### src/verilog/exc_pkg.sv
/*
 * Shared constants of the exception logging and signalling unit:
 * register offsets, exception identifiers, control bit positions,
 * reset values and timing figures.
 * Assumes a 25 MHz APB clock and 32-bit APB data.
 */
package exc_pkg;

   // clock and bus
   localparam int unsigned CLK_PERIOD_NS = 40;
   localparam int ADDR_W = 8;
   localparam int DATA_W = 32;
   localparam int LOG_W = 14;
   localparam int SEL_W = 4;

   // register byte offsets
   localparam logic [ADDR_W-1:0] OFF_LOG = 8'h00;
   localparam logic [ADDR_W-1:0] OFF_IRQ_EN = 8'h04;
   localparam logic [ADDR_W-1:0] OFF_CTRL = 8'h08;
   localparam logic [ADDR_W-1:0] OFF_STATUS = 8'h0C;
   localparam logic [ADDR_W-1:0] OFF_SUMMARY = 8'h10;
   localparam logic [ADDR_W-1:0] OFF_PMON_CTL = 8'h14;
   localparam logic [ADDR_W-1:0] OFF_PMON_CNT = 8'h18;

   // exception identifiers (bit positions in the log)
   localparam int ID_ECC_FATAL = 0;
   localparam int ID_PIN_FATAL = 1;
   localparam int ID_CREDIT_FATAL = 2;
   localparam int ID_PWR_FATAL = 3;
   localparam int ID_TIMEOUT_FATAL = 4;
   localparam int ID_ILLOP_FATAL = 5;
   localparam int ID_POISON_FATAL = 6;
   localparam int ID_PIN_UNCORR = 8;
   localparam int ID_RSPFAIL_UNCORR = 9;
   localparam int ID_SCRPAR_UNCORR = 10;
   localparam int ID_MISALIGNED_REQUEST_EVENT = 11;
   localparam int ID_ECC_CORR = 13;

   // groups of log bits; ids 7 and 12 stay out of every mask
   localparam logic [LOG_W-1:0] LOG_FATAL_MASK = 14'h007F;
   localparam logic [LOG_W-1:0] LOG_UNCORR_MASK = 14'h0F00;
   localparam logic [LOG_W-1:0] LOG_CORR_MASK = 14'h2000;
   localparam logic [LOG_W-1:0] LOG_VALID_MASK = 14'h2F7F;

   // control register bits
   localparam int CTRL_POISON_MODE = 0;
   localparam int CTRL_VIRAL_MODE = 1;
   localparam int CTRL_REMOTE_PIN = 2;
   localparam int CTRL_LOCAL_INTERRUPT_CONTROLLER_EN = 3;
   localparam int CTRL_LOCAL_INTERRUPT_LINE_ONE_MASK = 4;
   localparam int CTRL_NMI_PIN_EN = 5;
   localparam int CTRL_W = 6;
   localparam logic [CTRL_W-1:0] CTRL_RESET = 6'h28;

   // status register bits
   localparam int STAT_VIRAL = 0;
   localparam int STAT_NMI_PEND = 1;
   localparam int STAT_REQ_BUSY = 2;

   // performance counter control fields
   localparam int PMON_EN = 0;
   localparam int PMON_SEL_LSB = 4;

   // default request timeout, in nanoseconds
   localparam int unsigned REQ_TIMEOUT_NS = 1000000;
   localparam int TMO_W = 32;

endpackage

### src/verilog/exc_unit.sv
/*
 * Exception logging and signalling unit: sticky exception log,
 * local sideband and remote packet/pin signalling, NMI gating,
 * bank summary, poison handling, viral state and one event counter.
 * Assumes an APB master on pclk, event inputs from logic on pclk,
 * and the two error pins plus the NMI pin arriving asynchronously.
 */
`timescale 1ns/1ps

module exc_unit
   import exc_pkg::*;
#(
   parameter int unsigned TMO_CYCLES =
      (REQ_TIMEOUT_NS + CLK_PERIOD_NS - 1) / CLK_PERIOD_NS
) (
   input wire logic pclk,
   input wire logic presetn,
   input wire logic psel,
   input wire logic penable,
   input wire logic pwrite,
   input wire logic [ADDR_W-1:0] paddr,
   input wire logic [DATA_W-1:0] pwdata,
   output logic [DATA_W-1:0] prdata,
   output logic pready,
   output logic pslverr,
   input wire logic uncorrectable_ecc_event,
   input wire logic ecc_addr_known,
   input wire logic correctable_ecc_event,
   input wire logic credit_error_event,
   input wire logic power_unit_fatal_event,
   input wire logic scratch_parity_event,
   input wire logic misaligned_request_event,
   input wire logic fatal_pin_input,
   input wire logic uncorrected_pin_input,
   input wire logic req_issue,
   input wire logic completion_response,
   input wire logic rsp_in_valid,
   input wire logic rsp_in_fail,
   input wire logic pkt_valid,
   input wire logic pkt_opcode_legal,
   input wire logic pkt_poison,
   input wire logic pkt_final_consumer,
   input wire logic pkt_noncoherent_standard_class,
   input wire logic pkt_noncoherent_bypass_class,
   input wire logic pkt_viral,
   input wire logic platform_fatal_tree_irq,
   input wire logic core_internal_error,
   input wire logic core_machine_check_error,
   input wire logic [2:0] other_bank_flags,
   input wire logic nmi_pin,
   input wire logic virtual_wire_message_nmi,
   input wire logic wait_for_startup_state,
   input wire logic out_rsp_valid,
   output logic [LOG_W-1:0] sideband_events,
   output logic remote_error_packet,
   output logic uncorrected_error_out_pin,
   output logic fatal_error_out_pin,
   output logic core_irq,
   output logic nmi_take,
   output logic poison_forward,
   output logic poison_packet_emit,
   output logic rsp_out_valid,
   output logic rsp_out_viral,
   output logic viral_state_flag
);

   // register state
   logic [LOG_W-1:0] log_reg, log_next;
   logic [LOG_W-1:0] irq_en_reg;
   logic [CTRL_W-1:0] ctrl_reg;
   logic [3:0] summary_reg;
   logic [7:0] pmon_ctl_reg;
   logic [DATA_W-1:0] pmon_cnt_reg, pmon_cnt_next;
   logic viral_reg;
   logic nmi_pend_reg;
   logic req_busy_reg;
   logic [TMO_W-1:0] tmo_cnt_reg;
   logic [DATA_W-1:0] prdata_reg;
   logic pready_reg, pslverr_reg;

   // synchronisers for asynchronous pins
   logic [1:0] fpin_sync_reg, upin_sync_reg, nmi_sync_reg;
   logic fpin_d_reg, upin_d_reg, nmi_d_reg;

   // output flops
   logic [LOG_W-1:0] sideband_reg;
   logic remote_pkt_reg, upin_out_reg, fpin_out_reg, core_irq_reg;
   logic nmi_take_reg, poison_fwd_reg, poison_emit_reg;
   logic rsp_valid_reg, rsp_viral_reg;

   // bus decode
   wire bus_setup = psel & ~penable;
   wire bus_done = psel & penable & pready_reg;
   wire wr_en = bus_done & pwrite;
   wire hit_log = (paddr == OFF_LOG);
   wire hit_irq = (paddr == OFF_IRQ_EN);
   wire hit_ctrl = (paddr == OFF_CTRL);
   wire hit_stat = (paddr == OFF_STATUS);
   wire hit_sum = (paddr == OFF_SUMMARY);
   wire hit_pctl = (paddr == OFF_PMON_CTL);
   wire hit_pcnt = (paddr == OFF_PMON_CNT);
   wire hit_any = hit_log | hit_irq | hit_ctrl | hit_stat | hit_sum |
      hit_pctl | hit_pcnt;

   // control fields
   wire poison_mode = ctrl_reg[CTRL_POISON_MODE];
   wire viral_mode = ctrl_reg[CTRL_VIRAL_MODE];
   wire remote_via_pin = ctrl_reg[CTRL_REMOTE_PIN];
   wire local_interrupt_controller_en = ctrl_reg[CTRL_LOCAL_INTERRUPT_CONTROLLER_EN];
   wire local_interrupt_line_one_mask = ctrl_reg[CTRL_LOCAL_INTERRUPT_LINE_ONE_MASK];
   wire nmi_pin_en = ctrl_reg[CTRL_NMI_PIN_EN];

   // pin edges, read only from the second synchroniser stage onward
   wire fpin_rise = fpin_sync_reg[1] & ~fpin_d_reg;
   wire upin_rise = upin_sync_reg[1] & ~upin_d_reg;
   wire nmi_rise = nmi_sync_reg[1] & ~nmi_d_reg;

   // packet classification
   wire pkt_nc = pkt_noncoherent_standard_class |
      pkt_noncoherent_bypass_class;
   wire illegal_opcode_event = pkt_valid & ~pkt_opcode_legal;
   wire poison_consumed = pkt_valid & pkt_poison & pkt_final_consumer;
   wire poison_passing = pkt_valid & pkt_poison & ~pkt_final_consumer;
   wire response_fail_event = rsp_in_valid & rsp_in_fail;
   wire tmo_hit = req_busy_reg & ~completion_response &
      (tmo_cnt_reg == TMO_W'(TMO_CYCLES - 1));

   // exception vector by identifier; reserved ids tied low
   logic [LOG_W-1:0] ev;
   assign ev[ID_ECC_FATAL] = uncorrectable_ecc_event;
   assign ev[ID_PIN_FATAL] = fpin_rise;
   assign ev[ID_CREDIT_FATAL] = credit_error_event;
   assign ev[ID_PWR_FATAL] = power_unit_fatal_event;
   assign ev[ID_TIMEOUT_FATAL] = tmo_hit;
   assign ev[ID_ILLOP_FATAL] = illegal_opcode_event;
   assign ev[ID_POISON_FATAL] = poison_consumed;
   assign ev[7] = 1'b0;
   assign ev[ID_PIN_UNCORR] = upin_rise;
   assign ev[ID_RSPFAIL_UNCORR] = response_fail_event;
   assign ev[ID_SCRPAR_UNCORR] = scratch_parity_event;
   assign ev[ID_MISALIGNED_REQUEST_EVENT] = misaligned_request_event;
   assign ev[12] = 1'b0;
   assign ev[ID_ECC_CORR] = correctable_ecc_event;

   // sticky log: a new event beats a same-cycle clear
   wire [LOG_W-1:0] log_clr = (wr_en & hit_log) ?
      pwdata[LOG_W-1:0] : {LOG_W{1'b0}};
   assign log_next = ((log_reg & ~log_clr) | ev) &
      LOG_VALID_MASK;

   // uncorrected errors count as fatal unless poison mode splits them
   wire [LOG_W-1:0] fatal_grp = poison_mode ? LOG_FATAL_MASK :
      (LOG_FATAL_MASK | LOG_UNCORR_MASK);
   wire [LOG_W-1:0] uncorr_grp = poison_mode ? LOG_UNCORR_MASK :
      {LOG_W{1'b0}};
   wire fatal_any = |(log_next & fatal_grp);
   wire uncorr_any = |(log_next & uncorr_grp);
   wire remote_new = |(ev & (LOG_FATAL_MASK | LOG_UNCORR_MASK));

   // viral entry sources
   wire viral_explicit = pkt_valid & pkt_nc & pkt_viral;
   wire viral_implicit = pkt_valid & pkt_nc &
      (illegal_opcode_event | poison_consumed);
   wire viral_set = viral_explicit | viral_implicit |
      platform_fatal_tree_irq | core_internal_error |
      core_machine_check_error;

   // nmi gating
   wire vlw_accept = virtual_wire_message_nmi & ~local_interrupt_line_one_mask &
      local_interrupt_controller_en;
   wire nmi_req = (nmi_rise & nmi_pin_en) | vlw_accept;
   wire nmi_fire = (nmi_req | nmi_pend_reg) &
      ~wait_for_startup_state;

   // performance counter counts the selected exception id
   wire [SEL_W-1:0] pmon_sel = pmon_ctl_reg[PMON_SEL_LSB +: SEL_W];
   wire pmon_hit = pmon_ctl_reg[PMON_EN] &
      (pmon_sel < SEL_W'(LOG_W)) & ev[pmon_sel];
   assign pmon_cnt_next = (wr_en & hit_pcnt) ? pwdata :
      (pmon_hit ? pmon_cnt_reg + 32'h0000_0001 : pmon_cnt_reg);

   // read mux
   logic [DATA_W-1:0] rd_mux;
   always_comb begin
      rd_mux = {DATA_W{1'b0}};
      case (1'b1)
         hit_log: rd_mux[LOG_W-1:0] = log_reg;
         hit_irq: rd_mux[LOG_W-1:0] = irq_en_reg;
         hit_ctrl: rd_mux[CTRL_W-1:0] = ctrl_reg;
         hit_stat: begin
            rd_mux[STAT_VIRAL] = viral_reg;
            rd_mux[STAT_NMI_PEND] = nmi_pend_reg;
            rd_mux[STAT_REQ_BUSY] = req_busy_reg;
         end
         hit_sum: rd_mux[3:0] = summary_reg;
         hit_pctl: rd_mux[7:0] = pmon_ctl_reg;
         hit_pcnt: rd_mux = pmon_cnt_reg;
         default: rd_mux = {DATA_W{1'b0}};
      endcase
   end

   // apb answer: one access cycle, data latched at setup
   always_ff @(posedge pclk or negedge presetn) begin
      if (!presetn) begin
         pready_reg <= 1'b0;
         pslverr_reg <= 1'b0;
         prdata_reg <= 32'h0000_0000;
      end else begin
         pready_reg <= bus_setup;
         pslverr_reg <= bus_setup & ~hit_any;
         if (bus_setup) begin
            prdata_reg <= pwrite ? 32'h0000_0000 : rd_mux;
         end
      end
   end

   // software-written configuration
   always_ff @(posedge pclk or negedge presetn) begin
      if (!presetn) begin
         irq_en_reg <= 14'h0000;
         ctrl_reg <= CTRL_RESET;
         pmon_ctl_reg <= 8'h00;
      end else if (wr_en) begin
         if (hit_irq) begin
            irq_en_reg <= pwdata[LOG_W-1:0] & LOG_VALID_MASK;
         end
         if (hit_ctrl) begin
            ctrl_reg <= pwdata[CTRL_W-1:0];
         end
         if (hit_pctl) begin
            pmon_ctl_reg <= pwdata[7:0];
         end
      end
   end

   // log, counter and summary
   always_ff @(posedge pclk or negedge presetn) begin
      if (!presetn) begin
         log_reg <= 14'h0000;
         pmon_cnt_reg <= 32'h0000_0000;
         summary_reg <= 4'h0;
      end else begin
         log_reg <= log_next;
         pmon_cnt_reg <= pmon_cnt_next;
         summary_reg <= {other_bank_flags, |log_next};
      end
   end

   // pin synchronisers and edge history
   always_ff @(posedge pclk or negedge presetn) begin
      if (!presetn) begin
         fpin_sync_reg <= 2'h0;
         upin_sync_reg <= 2'h0;
         nmi_sync_reg <= 2'h0;
         fpin_d_reg <= 1'b0;
         upin_d_reg <= 1'b0;
         nmi_d_reg <= 1'b0;
      end else begin
         fpin_sync_reg <= {fpin_sync_reg[0], fatal_pin_input};
         upin_sync_reg <= {upin_sync_reg[0], uncorrected_pin_input};
         nmi_sync_reg <= {nmi_sync_reg[0], nmi_pin};
         fpin_d_reg <= fpin_sync_reg[1];
         upin_d_reg <= upin_sync_reg[1];
         nmi_d_reg <= nmi_sync_reg[1];
      end
   end

   // single outstanding request watchdog; a new issue restarts it
   always_ff @(posedge pclk or negedge presetn) begin
      if (!presetn) begin
         req_busy_reg <= 1'b0;
         tmo_cnt_reg <= 32'h0000_0000;
      end else if (req_issue) begin
         req_busy_reg <= 1'b1;
         tmo_cnt_reg <= 32'h0000_0000;
      end else if (completion_response | tmo_hit) begin
         req_busy_reg <= 1'b0;
      end else if (req_busy_reg) begin
         tmo_cnt_reg <= tmo_cnt_reg + 32'h0000_0001;
      end
   end

   // viral state: only reset leaves it
   always_ff @(posedge pclk or negedge presetn) begin
      if (!presetn) begin
         viral_reg <= 1'b0;
      end else if (viral_set) begin
         viral_reg <= 1'b1;
      end
   end

   // nmi pending while the thread waits for startup
   always_ff @(posedge pclk or negedge presetn) begin
      if (!presetn) begin
         nmi_pend_reg <= 1'b0;
         nmi_take_reg <= 1'b0;
      end else begin
         nmi_take_reg <= nmi_fire;
         nmi_pend_reg <= (nmi_pend_reg | nmi_req) &
            wait_for_startup_state;
      end
   end

   // signalling outputs, all registered
   always_ff @(posedge pclk or negedge presetn) begin
      if (!presetn) begin
         sideband_reg <= 14'h0000;
         remote_pkt_reg <= 1'b0;
         upin_out_reg <= 1'b0;
         fpin_out_reg <= 1'b0;
         core_irq_reg <= 1'b0;
      end else begin
         sideband_reg <= ev;
         remote_pkt_reg <= remote_new & ~remote_via_pin;
         upin_out_reg <= remote_via_pin & uncorr_any;
         fpin_out_reg <= remote_via_pin & fatal_any;
         core_irq_reg <= |(log_next & irq_en_reg);
      end
   end

   // poison and response marking; the triggering response is covered
   // because the same-cycle entry is folded in before the flop
   always_ff @(posedge pclk or negedge presetn) begin
      if (!presetn) begin
         poison_fwd_reg <= 1'b0;
         poison_emit_reg <= 1'b0;
         rsp_valid_reg <= 1'b0;
         rsp_viral_reg <= 1'b0;
      end else begin
         poison_fwd_reg <= poison_passing;
         poison_emit_reg <= poison_mode & uncorrectable_ecc_event &
            ecc_addr_known;
         rsp_valid_reg <= out_rsp_valid;
         rsp_viral_reg <= out_rsp_valid & viral_mode &
            (viral_reg | viral_set);
      end
   end

   assign prdata = prdata_reg;
   assign pready = pready_reg;
   assign pslverr = pslverr_reg;
   assign sideband_events = sideband_reg;
   assign remote_error_packet = remote_pkt_reg;
   assign uncorrected_error_out_pin = upin_out_reg;
   assign fatal_error_out_pin = fpin_out_reg;
   assign core_irq = core_irq_reg;
   assign nmi_take = nmi_take_reg;
   assign poison_forward = poison_fwd_reg;
   assign poison_packet_emit = poison_emit_reg;
   assign rsp_out_valid = rsp_valid_reg;
   assign rsp_out_viral = rsp_viral_reg;
   assign viral_state_flag = viral_reg;

endmodule

### config.mk
export PLATFORM = sky130hd
export DESIGN_NAME = exc_unit
export DESIGN_NICKNAME = d
export VERILOG_FILES = /design/src/verilog/exc_pkg.sv /design/src/verilog/exc_unit.sv
export SDC_FILE = /design/constraint.sdc
export NUM_CORES = 1
export LEC_CHECK = 0
export ABC_AREA = 0
export CORE_MARGIN = 1.5
export CORE_UTILIZATION = 45
export CTS_CLUSTER_SIZE = 30
export DETAILED_ROUTE_END_ITERATION = 7
export DONT_BUFFER_PORTS = 1
export PLACE_DENSITY = 0.62
export SYNTH_ARGS = -nofsm -noshare
export SYNTH_HDL_FRONTEND = slang
export SYNTH_SLANG_ARGS = --single-unit
### constraint.sdc
create_clock -name pclk -period 6 [get_ports pclk]
set_input_delay 1.2 -clock pclk [delete_from_list [all_inputs] [get_ports pclk]]
set_output_delay 1.2 -clock pclk [all_outputs]
set_load 0.01 [all_outputs]
-- After elaboration in Yosys (flattened, before gate mapping)
Index checks and enable logic that the tools add are counted.
W data, S select, Z words.
- $add $sub $neg: 2
- magnitude comparators: 2
- eq/ne operators: 8
- muxes and demuxes: 55
- bitwise logic cells: 67
- reduce and logical (&&, ||, !) cells: 13
- operators with widths (operator ; count):
    $mux W32 ; 6
    $mux W18 ; 7
    $add A32 B1 Y32 const B ; 2
    $mux W6 ; 7
    $reduce_or A14 Y1 ; 3
    $and A1 B1 Y1 ; 34
    $eq A32 B15 Y1 const B ; 1
    $and A14 B12 Y14 ; 2
    $and A14 B14 Y14 ; 2
    $mux W2 ; 14
    $eq A8 B5 Y1 const B ; 3
    $mux W12 ; 2
    $mux W3 ; 7
    $eq A8 B4 Y1 const B ; 2
    $or A1 B1 Y1 ; 16
    $mux W14 ; 1
    $not A14 Y14 ; 1
    $or A14 B14 Y14 ; 1
    $reduce_or A12 Y1 ; 1
    $not A1 Y1 ; 11
    $reduce_or A11 Y1 ; 1
    $mux W1 ; 10
    $eq A8 B3 Y1 const B ; 1
    $logic_not A8 Y1 ; 1
    6 further kinds ; 11
- register bits: 173
- input port bits: 75
- output and inout bits: 58
- logic and storage cells: 176

-- Logic depth before layout (Yosys ltp)
Gate-level depths: netlist (run 1).
- word-level depth: 11
- depth in mapped cells: 9
- mapped depth without buffers: 7

-- Worst setup path before layout (run 1)
OpenSTA, ideal clock, no wires.
- kind: input -> register
- start point: in paddr[4]
- end point: reg summary_reg[0]
- library setup time: 0.131 ns
- arrival time: 3.172 ns
- data required time: 5.869 ns
- setup slack: 2.697 ns
- cell stages on the path: 7
- path buffers: 1
- path through: buf_6 nor4_4 nand4_1 a21o_1 or4_1 or4_1 or3_1
- longest elaborated chain between the ends: 7
- ends and longest elaborated chain (item ; RTL line ; source):
    from (decl) ; exc_unit.sv:21 ; input wire logic [ADDR_W-1:0] paddr,
    $logic_not A8 Y1 ; exc_unit.sv:95 ; wire hit_log = (paddr == OFF_LOG);
    $and A1 B1 Y1 ; exc_unit.sv:146 ; wire [LOG_W-1:0] log_clr = (wr_en & hit_log) ?
    $mux W14 ; exc_unit.sv:146 ;
    $not A14 Y14 ; exc_unit.sv:148 ; assign log_next = ((log_reg & ~log_clr) | ev) &
    $and A14 B14 Y14 ; exc_unit.sv:148 ;
    $or A14 B14 Y14 ; exc_unit.sv:148 ;
    named net log_next[2] ; exc_unit.sv:68 ; logic [LOG_W-1:0] log_reg, log_next;
    $reduce_or A12 Y1 ; exc_unit.sv:245 ; summary_reg <= {other_bank_flags, |log_next};
    to (signal assigned) ; exc_unit.sv:245 ;
    to (decl) ; exc_unit.sv:71 ; logic [3:0] summary_reg;
The timed path passes the listed nets, and every way through them passes these cells.
A chain may end at the register's enable or synchronous reset.

-- Final worst setup path (run 1)
- start point: in paddr[1]
- end point: reg pmon_cnt_reg[28]
- longest elaborated chain between the ends: 3
- ends and longest elaborated chain (item ; RTL line ; source):
    $eq A8 B5 Y1 * ; exc_unit.sv:101 ; wire hit_pcnt = (paddr == OFF_PMON_CNT);
    $and A1 B1 Y1 * ; exc_unit.sv:179 ; assign pmon_cnt_next = (wr_en & hit_pcnt) ? pwdata :
    $mux W32 or $reduce_bool A2 Y1 (tied branches) ; n/a ;
    to (signal assigned) ; exc_unit.sv:244 ; pmon_cnt_reg <= pmon_cnt_next;
    to (decl) ; exc_unit.sv:73 ; logic [DATA_W-1:0] pmon_cnt_reg, pmon_cnt_next;
Mark *: on every way between the ends. The rest lies on a longest branch, timed or not.

==> metrics.txt, run 1 <==
# TYPE chip_impl_metric gauge
chip_impl_info{name="netlist_top_cells_area",value="dfrtp_1 52%, mux2_2 3.8%, nor2_1 2.9%, xnor2_1 2.9%, nand2_1 2.7%"} 1
chip_impl_metric{name="vdd_drop_max",unit="mV"} 0.177
chip_impl_metric{name="critical_path_buf_inv_count",unit=""} 0
chip_impl_metric{name="number_of_antenna_repair_diodes",unit=""} 0
chip_impl_metric{name="tightest_slew_margin_relative_to_the_limit",unit=""} 0.194
chip_impl_info{name="root_driver",value="clkbuf_16"} 1
chip_impl_metric{name="place_ws",unit="ns"} 1.65
chip_impl_metric{name="synth.ff_latch_count",unit=""} 173
chip_impl_metric{name="initial_utilization",unit=""} 0.459
chip_impl_metric{name="fp.coreArea",unit="sq um"} 17900
chip_impl_info{name="cp-start-kind",value="input port"} 1
chip_impl_metric{name="pin_count_of_the_biggest_net_entering_global_routing",unit=""} 174
chip_impl_metric{name="place.port_buffers",unit=""} 0
chip_impl_metric{name="setup_buffers_after_cts",unit=""} 0
chip_impl_metric{name="regArea",unit="sq um"} 4330
chip_impl_metric{name="fin_crit_sh",unit=""} 0.659
chip_impl_metric{name="wl_per_cell",unit="um"} 20.4
chip_impl_metric{name="report.final.slew_viol_count",unit=""} 0
chip_impl_metric{name="post_cts_resized",unit=""} 0
chip_impl_info{name="status",value="completed"} 1
chip_impl_metric{name="area_growth",unit="%"} 8.82
chip_impl_metric{name="largest_incremental_delay_on_the_critical_path",unit="ns"} 1.04
chip_impl_metric{name="fp.dieH",unit="um"} 138
chip_impl_metric{name="cts.sinks",unit=""} 173
chip_impl_info{name="path_class",value="input port to flop"} 1
chip_impl_metric{name="synth_area",unit="sq um"} 8210
chip_impl_metric{name="clk-insertion-delay-late",unit="ns"} 0.43
chip_impl_metric{name="finalSetupTns",unit="ns"} 0
chip_impl_metric{name="grt_pass1_wl",unit="um"} 33800
chip_impl_info{name="synthDominantAreaCellType",value="dfrtp_1"} 1
chip_impl_metric{name="asyncSetResetFlopFracSynth",unit=""} 1.00
chip_impl_info{name="synth_flop_cell",value="dfrtp_1"} 1
chip_impl_metric{name="route.vias.total",unit=""} 6304
chip_impl_info{name="min_path_type",value="flop to flop"} 1
chip_impl_metric{name="avgViaCountPerCell",unit=""} 6.22
chip_impl_metric{name="worst-endpoint-arrival",unit="ns"} 4.30
chip_impl_metric{name="period_needed",unit="ns"} 3.95
chip_impl_metric{name="hold_violations",unit=""} 0
chip_impl_metric{name="synth_edf_count",unit=""} 0
chip_impl_info{name="cts_tree",value="done"} 1
chip_impl_metric{name="postSynthAreaPerCell",unit="sq um"} 10.4
chip_impl_metric{name="setup_violations",unit=""} 0
chip_impl_metric{name="ctsLongestPathBuffers",unit=""} 2
chip_impl_metric{name="cts_htree_levels",unit=""} 4
chip_impl_metric{name="holdBufCountCts",unit=""} 0
chip_impl_info{name="post_synth_most_frequent_cells",value="171 x dfrtp_1, 63 x nor2_1, 59 x nand2_1"} 1
chip_impl_metric{name="drt-pass1-iter-count",unit=""} 5
chip_impl_metric{name="multi_input_area",unit="sq um"} 3590
chip_impl_metric{name="netlist-cell-type-count",unit=""} 72
chip_impl_metric{name="drt-total-wl",unit="um"} 20700
chip_impl_metric{name="worst_hold_slack",unit="ns"} 0.348
chip_impl_metric{name="maximum_capacitance_violations",unit=""} 0
chip_impl_metric{name="worst_ep_required_time",unit="ns"} 6.35
chip_impl_metric{name="detailedRoute.firstIterationViolations",unit=""} 532
chip_impl_metric{name="cts-buffers-inserted",unit=""} 17
chip_impl_metric{name="antenna_found_initial",unit=""} 0
chip_impl_metric{name="synth-seq-area-share",unit=""} 0.527
chip_impl_metric{name="detailedPlacementHpwl",unit="um"} 14500
chip_impl_metric{name="design.die.area",unit="sq um"} 19100
chip_impl_metric{name="fmax",unit="MHz"} 253
chip_impl_metric{name="grt.total_usage",unit=""} 0.224
chip_impl_info{name="synth_most_common_cell",value="dfrtp_1"} 1
chip_impl_info{name="setup.worst_path.end_class",value="flop"} 1
chip_impl_metric{name="clkSlewWorstSetupHoldPaths",unit="ns"} 0.07
chip_impl_metric{name="rows",unit=""} 49
chip_impl_metric{name="ys.warnings.count",unit=""} 0
chip_impl_info{name="path_delay_family",value="simple AND/OR/NAND/NOR gates"} 1
chip_impl_metric{name="critPathMaxFanout",unit=""} 26
chip_impl_metric{name="final_critical_path_setup_slack",unit="ns"} 2.05
chip_impl_metric{name="num-nets-final",unit=""} 848
chip_impl_metric{name="power.density",unit="nW/um^2"} 263
chip_impl_metric{name="layout-drive-gt1-share",unit=""} 0.105
chip_impl_metric{name="leakagePower",unit="uW"} 0.00360
chip_impl_metric{name="placer_s_final_routability_congestion_estimate",unit=""} 0.864
chip_impl_metric{name="grt_pass1_vias",unit=""} 6094
chip_impl_metric{name="global_route.overflow_total",unit=""} 0
chip_impl_metric{name="worst_clock_skew",unit="ns"} 0.0120
chip_impl_metric{name="num-fill-cells",unit=""} 1644
chip_impl_info{name="timing.critical_path.cells",value="or4_1 > nor4b_2 > and2_1 > nor4_1 > mux2_2 > nor2_1"} 1
chip_impl_metric{name="postSynthCellCount",unit=""} 790
chip_impl_info{name="unrepaired_setup_endpoints_after_global_routing",value="false"} 1
chip_impl_metric{name="synth.top_cell.area_share",unit=""} 0.521
chip_impl_info{name="timing.critical_path.slowest_stage_cell",value="nor4b_2"} 1
chip_impl_metric{name="ant_nets",unit=""} 0
chip_impl_metric{name="io_pins",unit=""} 133
chip_impl_metric{name="actual_slew_at_the_worst_max_slew_pin",unit="ns"} 1.20
chip_impl_metric{name="die_x",unit="um"} 138
chip_impl_metric{name="drcViolationCount",unit=""} 0
[power by group]
| part | total [uW] | switching, uW | internal [uW] |
|---|---|---|---|
| logic | 38.6 | 23.6 | 14.9 |
| clock network | 1120 | 505 | 615 |
| registers | 1190 | 12.3 | 1180 |
| total | 2350 | 541 | 1810 |
[layout make-up]
cell class,instances,share of cell area
repair buffers,3,0.00252
multi-input cells,547,0.402
clock inverters,13,0.0161
clock buffers,19,0.0507
flip-flops and latches,173,0.485
inverters,29,0.0122
well taps,229,0.0321
[worst paths after layout]
path                                   from  cells after the start  slack [ns]          endpoint
max                                paddr[1]                      6        2.05  pmon_cnt_reg[28]
min                        upin_sync_reg[0]                      0        0.35  upin_sync_reg[1]
max reg2reg                  tmo_cnt_reg[0]                      7        2.92  pmon_cnt_reg[29]
min reg2reg                upin_sync_reg[0]                      0        0.35  upin_sync_reg[1]
max in group asynchronous           presetn                      0        5.28  pmon_cnt_reg[30]
min in group asynchronous           presetn                      0        0.47    summary_reg[1]
[cells by family after synthesis]
family,share of synthesized area
adders and majority gates,0.00305
buffers and inverters,0.0358
other,0.000457
xor gates and xnor gates,0.0309
DFF,0.527
AOI/OAI and AO/OA,0.155
muxes,0.0521
and+or+nand+nor,0.196
[per-stage QoR]
step	std cells	total power (uW)	utilization	cell area (sq um)
after CTS	1013	2370	0.499	8940
after global placement	981	1250	0.466	8340
final	1013	2350	0.499	8940
after detailed placement	981	1250	0.466	8340
after global routing	1013	2430	0.499	8940
after floorplan	791	1250	-	8220
[cell usage in the layout, fill, tap and decap left out, drive strengths merged, types with 8 or more instances in the layout]
cell / synthesis / routed
o21ai: 42 / 42
nand2: 60 / 60
inv: 29 / 39
a31oi: 20 / 20
a22o: 20 / 20
mux2i: 9 / 9
and4: 9 / 9
clkbuf: 27 / 19
mux2: 28 / 28
dfrtp: 171 / 171
nor3: 21 / 21
or3: 21 / 21
a21o: 13 / 13
nand3: 23 / 23
nand4: 21 / 21
nor2: 63 / 63
a21oi: 27 / 27
and3: 8 / 8
nor4: 20 / 20
xnor2: 27 / 27
[metal layers]
| layer | global-route usage | wire length [um] |
|---|---|---|
| met5 | 0 | 0 |
| met3 | 0.0558 | 1550 |
| met4 | 0.0676 | 247 |
| met1 | 0.318 | 9320 |
| met2 | 0.340 | 9580 |
Power figures use the tool's default switching activity.
==> inputs of run 2 (changes only) <==
- PLACE_DENSITY: 0.62 -> 0.64
- clock period: 6 -> 3.25 ns (I/O delays scaled with it)
==> run 2 against run 1 <==
Net effect: the flow now finishes with violations (negative hold slack); worst hold slack got worse by 0.42 ns; combinational power rose by 92%; cell count rose by 1.5%; worst setup slack got worse by 1.8 ns; via count rose by 1.3%; critical endpoint is now pmon_cnt_reg[24]; highest routed layer unchanged.
==> metrics.txt, run 2 (synthesis results as in run 1) <==
# TYPE chip_impl_metric gauge
chip_impl_metric{name="detailedRoute.firstIterationViolations",unit=""} 583
chip_impl_metric{name="final_util",unit=""} 0.507
chip_impl_metric{name="hold_violations",unit=""} 171
chip_impl_metric{name="worst_hold_slack",unit="ns"} -0.0761
chip_impl_info{name="cp-start-kind",value="flop"} 1
chip_impl_metric{name="drt-pass1-iter-count",unit=""} 7
chip_impl_metric{name="num-nets-final",unit=""} 863
chip_impl_metric{name="placer_s_final_routability_congestion_estimate",unit=""} 0.942
chip_impl_metric{name="leakagePower",unit="uW"} 0.00368
chip_impl_metric{name="initial_utilization",unit=""} 0.459
chip_impl_metric{name="placed_area",unit="sq um"} 8450
chip_impl_metric{name="cts_htree_levels",unit=""} 4
chip_impl_metric{name="setup_buffers_after_cts",unit=""} 0
chip_impl_metric{name="drcViolationCount",unit=""} 0
chip_impl_metric{name="finalSetupTns",unit="ns"} 0
chip_impl_metric{name="tightest_slew_margin_relative_to_the_limit",unit=""} 0.443
chip_impl_metric{name="num-fill-cells",unit=""} 1590
chip_impl_info{name="cts_tree",value="done"} 1
chip_impl_info{name="min_path_type",value="input port to asynchronous set/reset pin"} 1
chip_impl_metric{name="area_growth",unit="%"} 10.5
chip_impl_info{name="final_common_cell",value="dfrtp_1"} 1
chip_impl_metric{name="layout-drive-gt1-share",unit=""} 0.120
chip_impl_metric{name="die_x",unit="um"} 138
chip_impl_metric{name="r2r_setup_slack",unit="ns"} 0.29
chip_impl_metric{name="power.density",unit="nW/um^2"} 486
chip_impl_metric{name="number_of_antenna_repair_diodes",unit=""} 0
chip_impl_metric{name="period_needed",unit="ns"} 2.96
chip_impl_metric{name="rows",unit=""} 49
chip_impl_metric{name="clkSlewWorstSetupHoldPaths",unit="ns"} 0.07
chip_impl_metric{name="actual_slew_at_the_worst_max_slew_pin",unit="ns"} 0.825
chip_impl_metric{name="report.final.slew_viol_count",unit=""} 0
chip_impl_metric{name="worst_ep_required_time",unit="ns"} 3.60
chip_impl_metric{name="cts.sinks",unit=""} 173
chip_impl_metric{name="cts-buffers-inserted",unit=""} 17
chip_impl_info{name="unrepaired_setup_endpoints_after_global_routing",value="false"} 1
chip_impl_metric{name="maximum_capacitance_violations",unit=""} 0
chip_impl_info{name="worstReg2RegEnd",value="pmon_cnt_reg[24]"} 1
chip_impl_info{name="root_driver",value="clkbuf_16"} 1
chip_impl_info{name="most-common-layout-cells",value="171 x dfrtp_1, 63 x nor2_1, 59 x nand2_1"} 1
chip_impl_metric{name="vdd_drop_max",unit="mV"} 0.486
chip_impl_info{name="worstReg2RegStart",value="tmo_cnt_reg[0]"} 1
chip_impl_metric{name="post_cts_resized",unit=""} 0
chip_impl_metric{name="design.die.area",unit="sq um"} 19100
chip_impl_metric{name="worst-endpoint-arrival",unit="ns"} 3.31
chip_impl_metric{name="route.vias.total",unit=""} 6389
chip_impl_metric{name="detailedPlacementHpwl",unit="um"} 15200
chip_impl_metric{name="critPathMaxFanout",unit=""} 13
chip_impl_metric{name="fp.coreArea",unit="sq um"} 17900
chip_impl_metric{name="worst-r2r-cell-count",unit=""} 7
chip_impl_metric{name="clk-insertion-delay-late",unit="ns"} 0.43
chip_impl_metric{name="grt_pass1_wl",unit="um"} 34600
chip_impl_metric{name="grt_pass1_vias",unit=""} 6223
chip_impl_info{name="path_class",value="flop to flop"} 1
chip_impl_metric{name="fp.dieH",unit="um"} 138
chip_impl_metric{name="drt-total-wl",unit="um"} 21600
chip_impl_metric{name="pin_count_of_the_biggest_net_entering_global_routing",unit=""} 174
chip_impl_metric{name="power_total",unit="uW"} 4410
chip_impl_metric{name="ant_nets",unit=""} 0
chip_impl_info{name="setup.worst_path.end_class",value="flop"} 1
chip_impl_info{name="failing_checks",value="negative hold slack"} 1
chip_impl_metric{name="setup_violations",unit=""} 0
chip_impl_metric{name="wl_per_cell",unit="um"} 21.0
chip_impl_metric{name="avgViaCountPerCell",unit=""} 6.21
chip_impl_metric{name="place.port_buffers",unit=""} 0
chip_impl_metric{name="grt.total_usage",unit=""} 0.230
chip_impl_metric{name="io_pins",unit=""} 133
chip_impl_metric{name="fmax",unit="MHz"} 338
chip_impl_metric{name="antenna_found_initial",unit=""} 0
chip_impl_metric{name="ctsLongestPathBuffers",unit=""} 2
chip_impl_metric{name="global_route.overflow_total",unit=""} 0
chip_impl_metric{name="final_instance_area",unit="sq um"} 9070
chip_impl_info{name="status",value="finished with violations"} 1
chip_impl_metric{name="fin_crit_sh",unit=""} 0.911
chip_impl_metric{name="worst_clock_skew",unit="ns"} 0.0122
-- run 2: cell count changes in the layout (fill, tap and decap cells not counted) --
cell,previous run,this run
buf_4,3,18
bufinv_16,1,3
clkbuf_1,0,1
clkbuf_8,2,1
clkinv_2,0,1
clkinv_4,1,3
inv_6,6,3
inv_8,4,2
-- run 2: critical path, stage by stage, from the launching register on --
cell	delay (ns)
dfrtp_1	0.39
ha_1	0.19
nor4b_1	0.34
nand4_1	0.27
a2111o_1	0.59
a21o_1	0.39
or4_1	0.54
a31oi_1	0.17
-- run 2: layer usage --
layer | vias up | wire, um | global-route usage
met5 | - | 0 | 0
met4 | 0 | 322 | 0.0654
met3 | 23 | 1740 | 0.0655
met2 | 258 | 10100 | 0.362
met1 | 3198 | 9420 | 0.313
li1 | 2910 | - | -
-- run 2: how the worst max path moves through the flow --
stage                   start               end  slack [ns]  cells past startpoint
6_report       tmo_cnt_reg[0]  pmon_cnt_reg[24]        0.29                      7
3_3_place_gp         paddr[1]    summary_reg[0]        0.40                      6
5_1_grt        tmo_cnt_reg[0]  pmon_cnt_reg[24]        0.11                      7
4_1_cts        tmo_cnt_reg[0]  pmon_cnt_reg[24]        0.35                      7
3_5_place_dp         paddr[1]    summary_reg[0]        0.34                      6
2_1_floorplan        paddr[4]    summary_reg[0]        0.50                      7
-- run 2: power by group --
part           switching, uW  total (uW)  internal [uW]
clock network            882        2130           1250
registers               24.3        2200           2180
logic                   44.1        74.1           30.0
total                    951        4410           3460
-- run 2: area by class of cell --
| class | instances | area [sq um] | share of cell area |
|---|---|---|---|
| well taps | 229 | 287 | 0.0316 |
| clock inverters | 13 | 178 | 0.0196 |
| repair buffers | 18 | 135 | 0.0149 |
| multi-input cells | 547 | 3590 | 0.396 |
| flip-flops and latches | 173 | 4330 | 0.477 |
| clock buffers | 19 | 443 | 0.0488 |
| inverters | 29 | 109 | 0.0120 |
-- run 2: through the flow --
step / hold WS [ns] / instances / setup slack [ns]
finish: -0.0761 / 1028 / 0.289
floorplan: 0.331 / 791 / 0.497
detailed placement: 0.336 / 996 / 0.340
global placement: 0.333 / 996 / 0.402
global route: -0.102 / 1028 / 0.108
CTS: -0.100 / 1028 / 0.348
==> inputs of run 3 (changes only) <==
- PLACE_DENSITY: 0.64 -> 0.58
==> run 3 against run 2 <==
Net effect: the run still ends with negative hold slack left; global-route usage up 0.17 points; largest cell class unchanged; final area down 0.18%; critical path type unchanged; worst hold slack worse by 0.016 ns; critical path depth unchanged; count of clock-buffer cells in the layout down 2; register-to-register slack better by 0.12 ns; clock skew up 0.0031 ns; total power down 1.3%; die area unchanged.
==> metrics.txt, run 3 (synthesis results as in run 1) <==
# TYPE chip_impl_metric gauge
chip_impl_info{name="status",value="finished with violations"} 1
chip_impl_info{name="failing_checks",value="negative hold slack"} 1
chip_impl_metric{name="rows",unit=""} 49
chip_impl_metric{name="multi_input_area",unit="sq um"} 3590
chip_impl_metric{name="clkSlewWorstSetupHoldPaths",unit="ns"} 0.07
chip_impl_metric{name="hold_violations",unit=""} 171
chip_impl_metric{name="pin_count_of_the_biggest_net_entering_global_routing",unit=""} 174
chip_impl_metric{name="fin_crit_sh",unit=""} 0.873
chip_impl_info{name="setup.worst_path.start",value="tmo_cnt_reg[0]"} 1
chip_impl_metric{name="cts-buffers-inserted",unit=""} 17
chip_impl_info{name="setup.worst_path.end_class",value="flop"} 1
chip_impl_metric{name="num-nets-final",unit=""} 862
chip_impl_metric{name="ctsLongestPathBuffers",unit=""} 2
chip_impl_metric{name="layout-drive-gt1-share",unit=""} 0.122
chip_impl_metric{name="regArea",unit="sq um"} 4330
chip_impl_info{name="root_driver",value="clkbuf_16"} 1
chip_impl_metric{name="worst-r2r-cell-count",unit=""} 7
chip_impl_info{name="timing.critical_path.slowest_stage_cell",value="a21oi_1"} 1
chip_impl_metric{name="worst_hold_slack",unit="ns"} -0.0925
chip_impl_info{name="timing.critical_path.cells",value="ha_1 > nor4b_1 > nand4_1 > a2111o_1 > a21oi_1 > mux2_2 > nor2_1"} 1
chip_impl_metric{name="final_critical_path_setup_slack",unit="ns"} 0.412
chip_impl_metric{name="detailedPlacementHpwl",unit="um"} 15200
chip_impl_metric{name="antenna_found_initial",unit=""} 0
chip_impl_metric{name="vdd_drop_max",unit="mV"} 0.401
chip_impl_metric{name="grt_pass1_vias",unit=""} 6189
chip_impl_metric{name="place.port_buffers",unit=""} 0
chip_impl_metric{name="r2r_setup_slack",unit="ns"} 0.41
chip_impl_metric{name="ant_nets",unit=""} 0
chip_impl_metric{name="setup_buffers_after_cts",unit=""} 0
chip_impl_info{name="final_common_cell",value="dfrtp_1"} 1
chip_impl_metric{name="detailedRoute.firstIterationViolations",unit=""} 470
chip_impl_metric{name="design.die.area",unit="sq um"} 19100
chip_impl_metric{name="worst_ep_required_time",unit="ns"} 3.62
chip_impl_metric{name="number_of_antenna_repair_diodes",unit=""} 0
chip_impl_metric{name="fp.coreArea",unit="sq um"} 17900
chip_impl_info{name="cp-start-kind",value="flop"} 1
chip_impl_metric{name="setup_violations",unit=""} 0
chip_impl_metric{name="grt_pass1_wl",unit="um"} 34700
chip_impl_metric{name="largest_incremental_delay_on_the_critical_path",unit="ns"} 0.67
chip_impl_metric{name="grt.total_usage",unit=""} 0.232
chip_impl_info{name="setup.worst_path.end",value="pmon_cnt_reg[29]"} 1
chip_impl_metric{name="drcViolationCount",unit=""} 0
chip_impl_info{name="cts_tree",value="done"} 1
chip_impl_info{name="most-common-layout-cells",value="171 x dfrtp_1, 63 x nor2_1, 59 x nand2_1"} 1
chip_impl_metric{name="clk-insertion-delay-late",unit="ns"} 0.44
chip_impl_metric{name="placer_s_final_routability_congestion_estimate",unit=""} 0.950
chip_impl_metric{name="tightest_slew_margin_relative_to_the_limit",unit=""} 0.509
chip_impl_metric{name="route.vias.total",unit=""} 6323
chip_impl_metric{name="avgViaCountPerCell",unit=""} 6.16
chip_impl_metric{name="worst-endpoint-arrival",unit="ns"} 3.21
chip_impl_metric{name="leakagePower",unit="uW"} 0.00367
chip_impl_metric{name="die_x",unit="um"} 138
chip_impl_metric{name="critPathMaxFanout",unit=""} 10
chip_impl_metric{name="power.density",unit="nW/um^2"} 480
chip_impl_metric{name="place_ws",unit="ns"} 0.334
chip_impl_info{name="path_class",value="flop to flop"} 1
chip_impl_metric{name="wl_per_cell",unit="um"} 21.1
chip_impl_metric{name="initial_utilization",unit=""} 0.459
chip_impl_metric{name="maximum_capacitance_violations",unit=""} 0
chip_impl_info{name="worstReg2RegStart",value="tmo_cnt_reg[0]"} 1
chip_impl_info{name="unrepaired_setup_endpoints_after_global_routing",value="false"} 1
chip_impl_metric{name="area_growth",unit="%"} 10.3
chip_impl_metric{name="report.final.slew_viol_count",unit=""} 0
chip_impl_metric{name="cts.sinks",unit=""} 173
chip_impl_info{name="worstReg2RegEnd",value="pmon_cnt_reg[29]"} 1
chip_impl_metric{name="period_needed",unit="ns"} 2.84
chip_impl_metric{name="fp.dieH",unit="um"} 138
chip_impl_metric{name="num-fill-cells",unit=""} 1670
chip_impl_metric{name="actual_slew_at_the_worst_max_slew_pin",unit="ns"} 0.737
chip_impl_metric{name="global_route.overflow_total",unit=""} 0
chip_impl_metric{name="cts_htree_levels",unit=""} 4
chip_impl_metric{name="finalSetupTns",unit="ns"} 0
chip_impl_info{name="min_path_type",value="input port to asynchronous set/reset pin"} 1
chip_impl_metric{name="fmax",unit="MHz"} 352
chip_impl_metric{name="io_pins",unit=""} 133
chip_impl_metric{name="drt-total-wl",unit="um"} 21700
chip_impl_metric{name="drt-pass1-iter-count",unit=""} 7
chip_impl_metric{name="worst_clock_skew",unit="ns"} 0.0153
## run 3: worst max-delay path: cells and delay by family (launching register included)
kind                       cells  cell delay, ns
AOI/OAI and AO/OA              2            1.22
and+or+nand+nor                3            0.58
adders and majority gates      1            0.18
muxes                          1            0.41
DFF                            1            0.38
## run 3: per-stage QoR
step            util  hold WS (ns)  instances  total power (uW)  area (sq um)
3_5_place_dp   0.472         0.339        995              2320          8450
4_1_cts        0.506        -0.104       1027              4390          9060
2_1_floorplan      -         0.331        791              2310          8220
3_3_place_gp   0.472         0.334        995              2310          8450
6_report       0.506       -0.0925       1027              4350          9060
5_1_grt        0.506        -0.116       1027              4490          9060
## run 3: worst min path at each step
stage | startpoint | to | slack [ns]
6_report | presetn | summary_reg[1] | -0.09
5_1_grt | presetn | summary_reg[2] | -0.12
4_1_cts | presetn | log_reg[2] | -0.10
3_5_place_dp | upin_sync_reg[0] | upin_sync_reg[1] | 0.34
3_3_place_gp | nmi_sync_reg[0] | nmi_sync_reg[1] | 0.33
2_1_floorplan | fpin_sync_reg[0] | fpin_sync_reg[1] | 0.33
## run 3: final cells by class
cell class              instances  share of cell area
well taps                     229              0.0316
repair buffers                 17              0.0141
clock inverters                15              0.0203
multi-input cells             547               0.397
flip-flops and latches        173               0.478
clock buffers                  17              0.0470
inverters                      29              0.0120
## run 3: power by group
part           switching [uW]  internal (uW)  total (uW)
logic                    43.7           30.5        74.3
clock network            1030           1050        2080
registers                23.2           2180        2200
total                    1090           3260        4350
## run 3: repair_timing
action,CTS,global route
hold endpoints to repair,171,171
endpoints found under the setup margin,0,0
resized for setup,0,0
## run 3: routing by layer
| layer | track usage | share of wire | wire length [um] |
|---|---|---|---|
| met1 | 0.322 | 0.45 | 9680 |
| met2 | 0.356 | 0.46 | 9930 |
| met3 | 0.0655 | 0.081 | 1750 |
| met4 | 0.0687 | 0.015 | 317 |
| met5 | 0 | 0 | 0 |
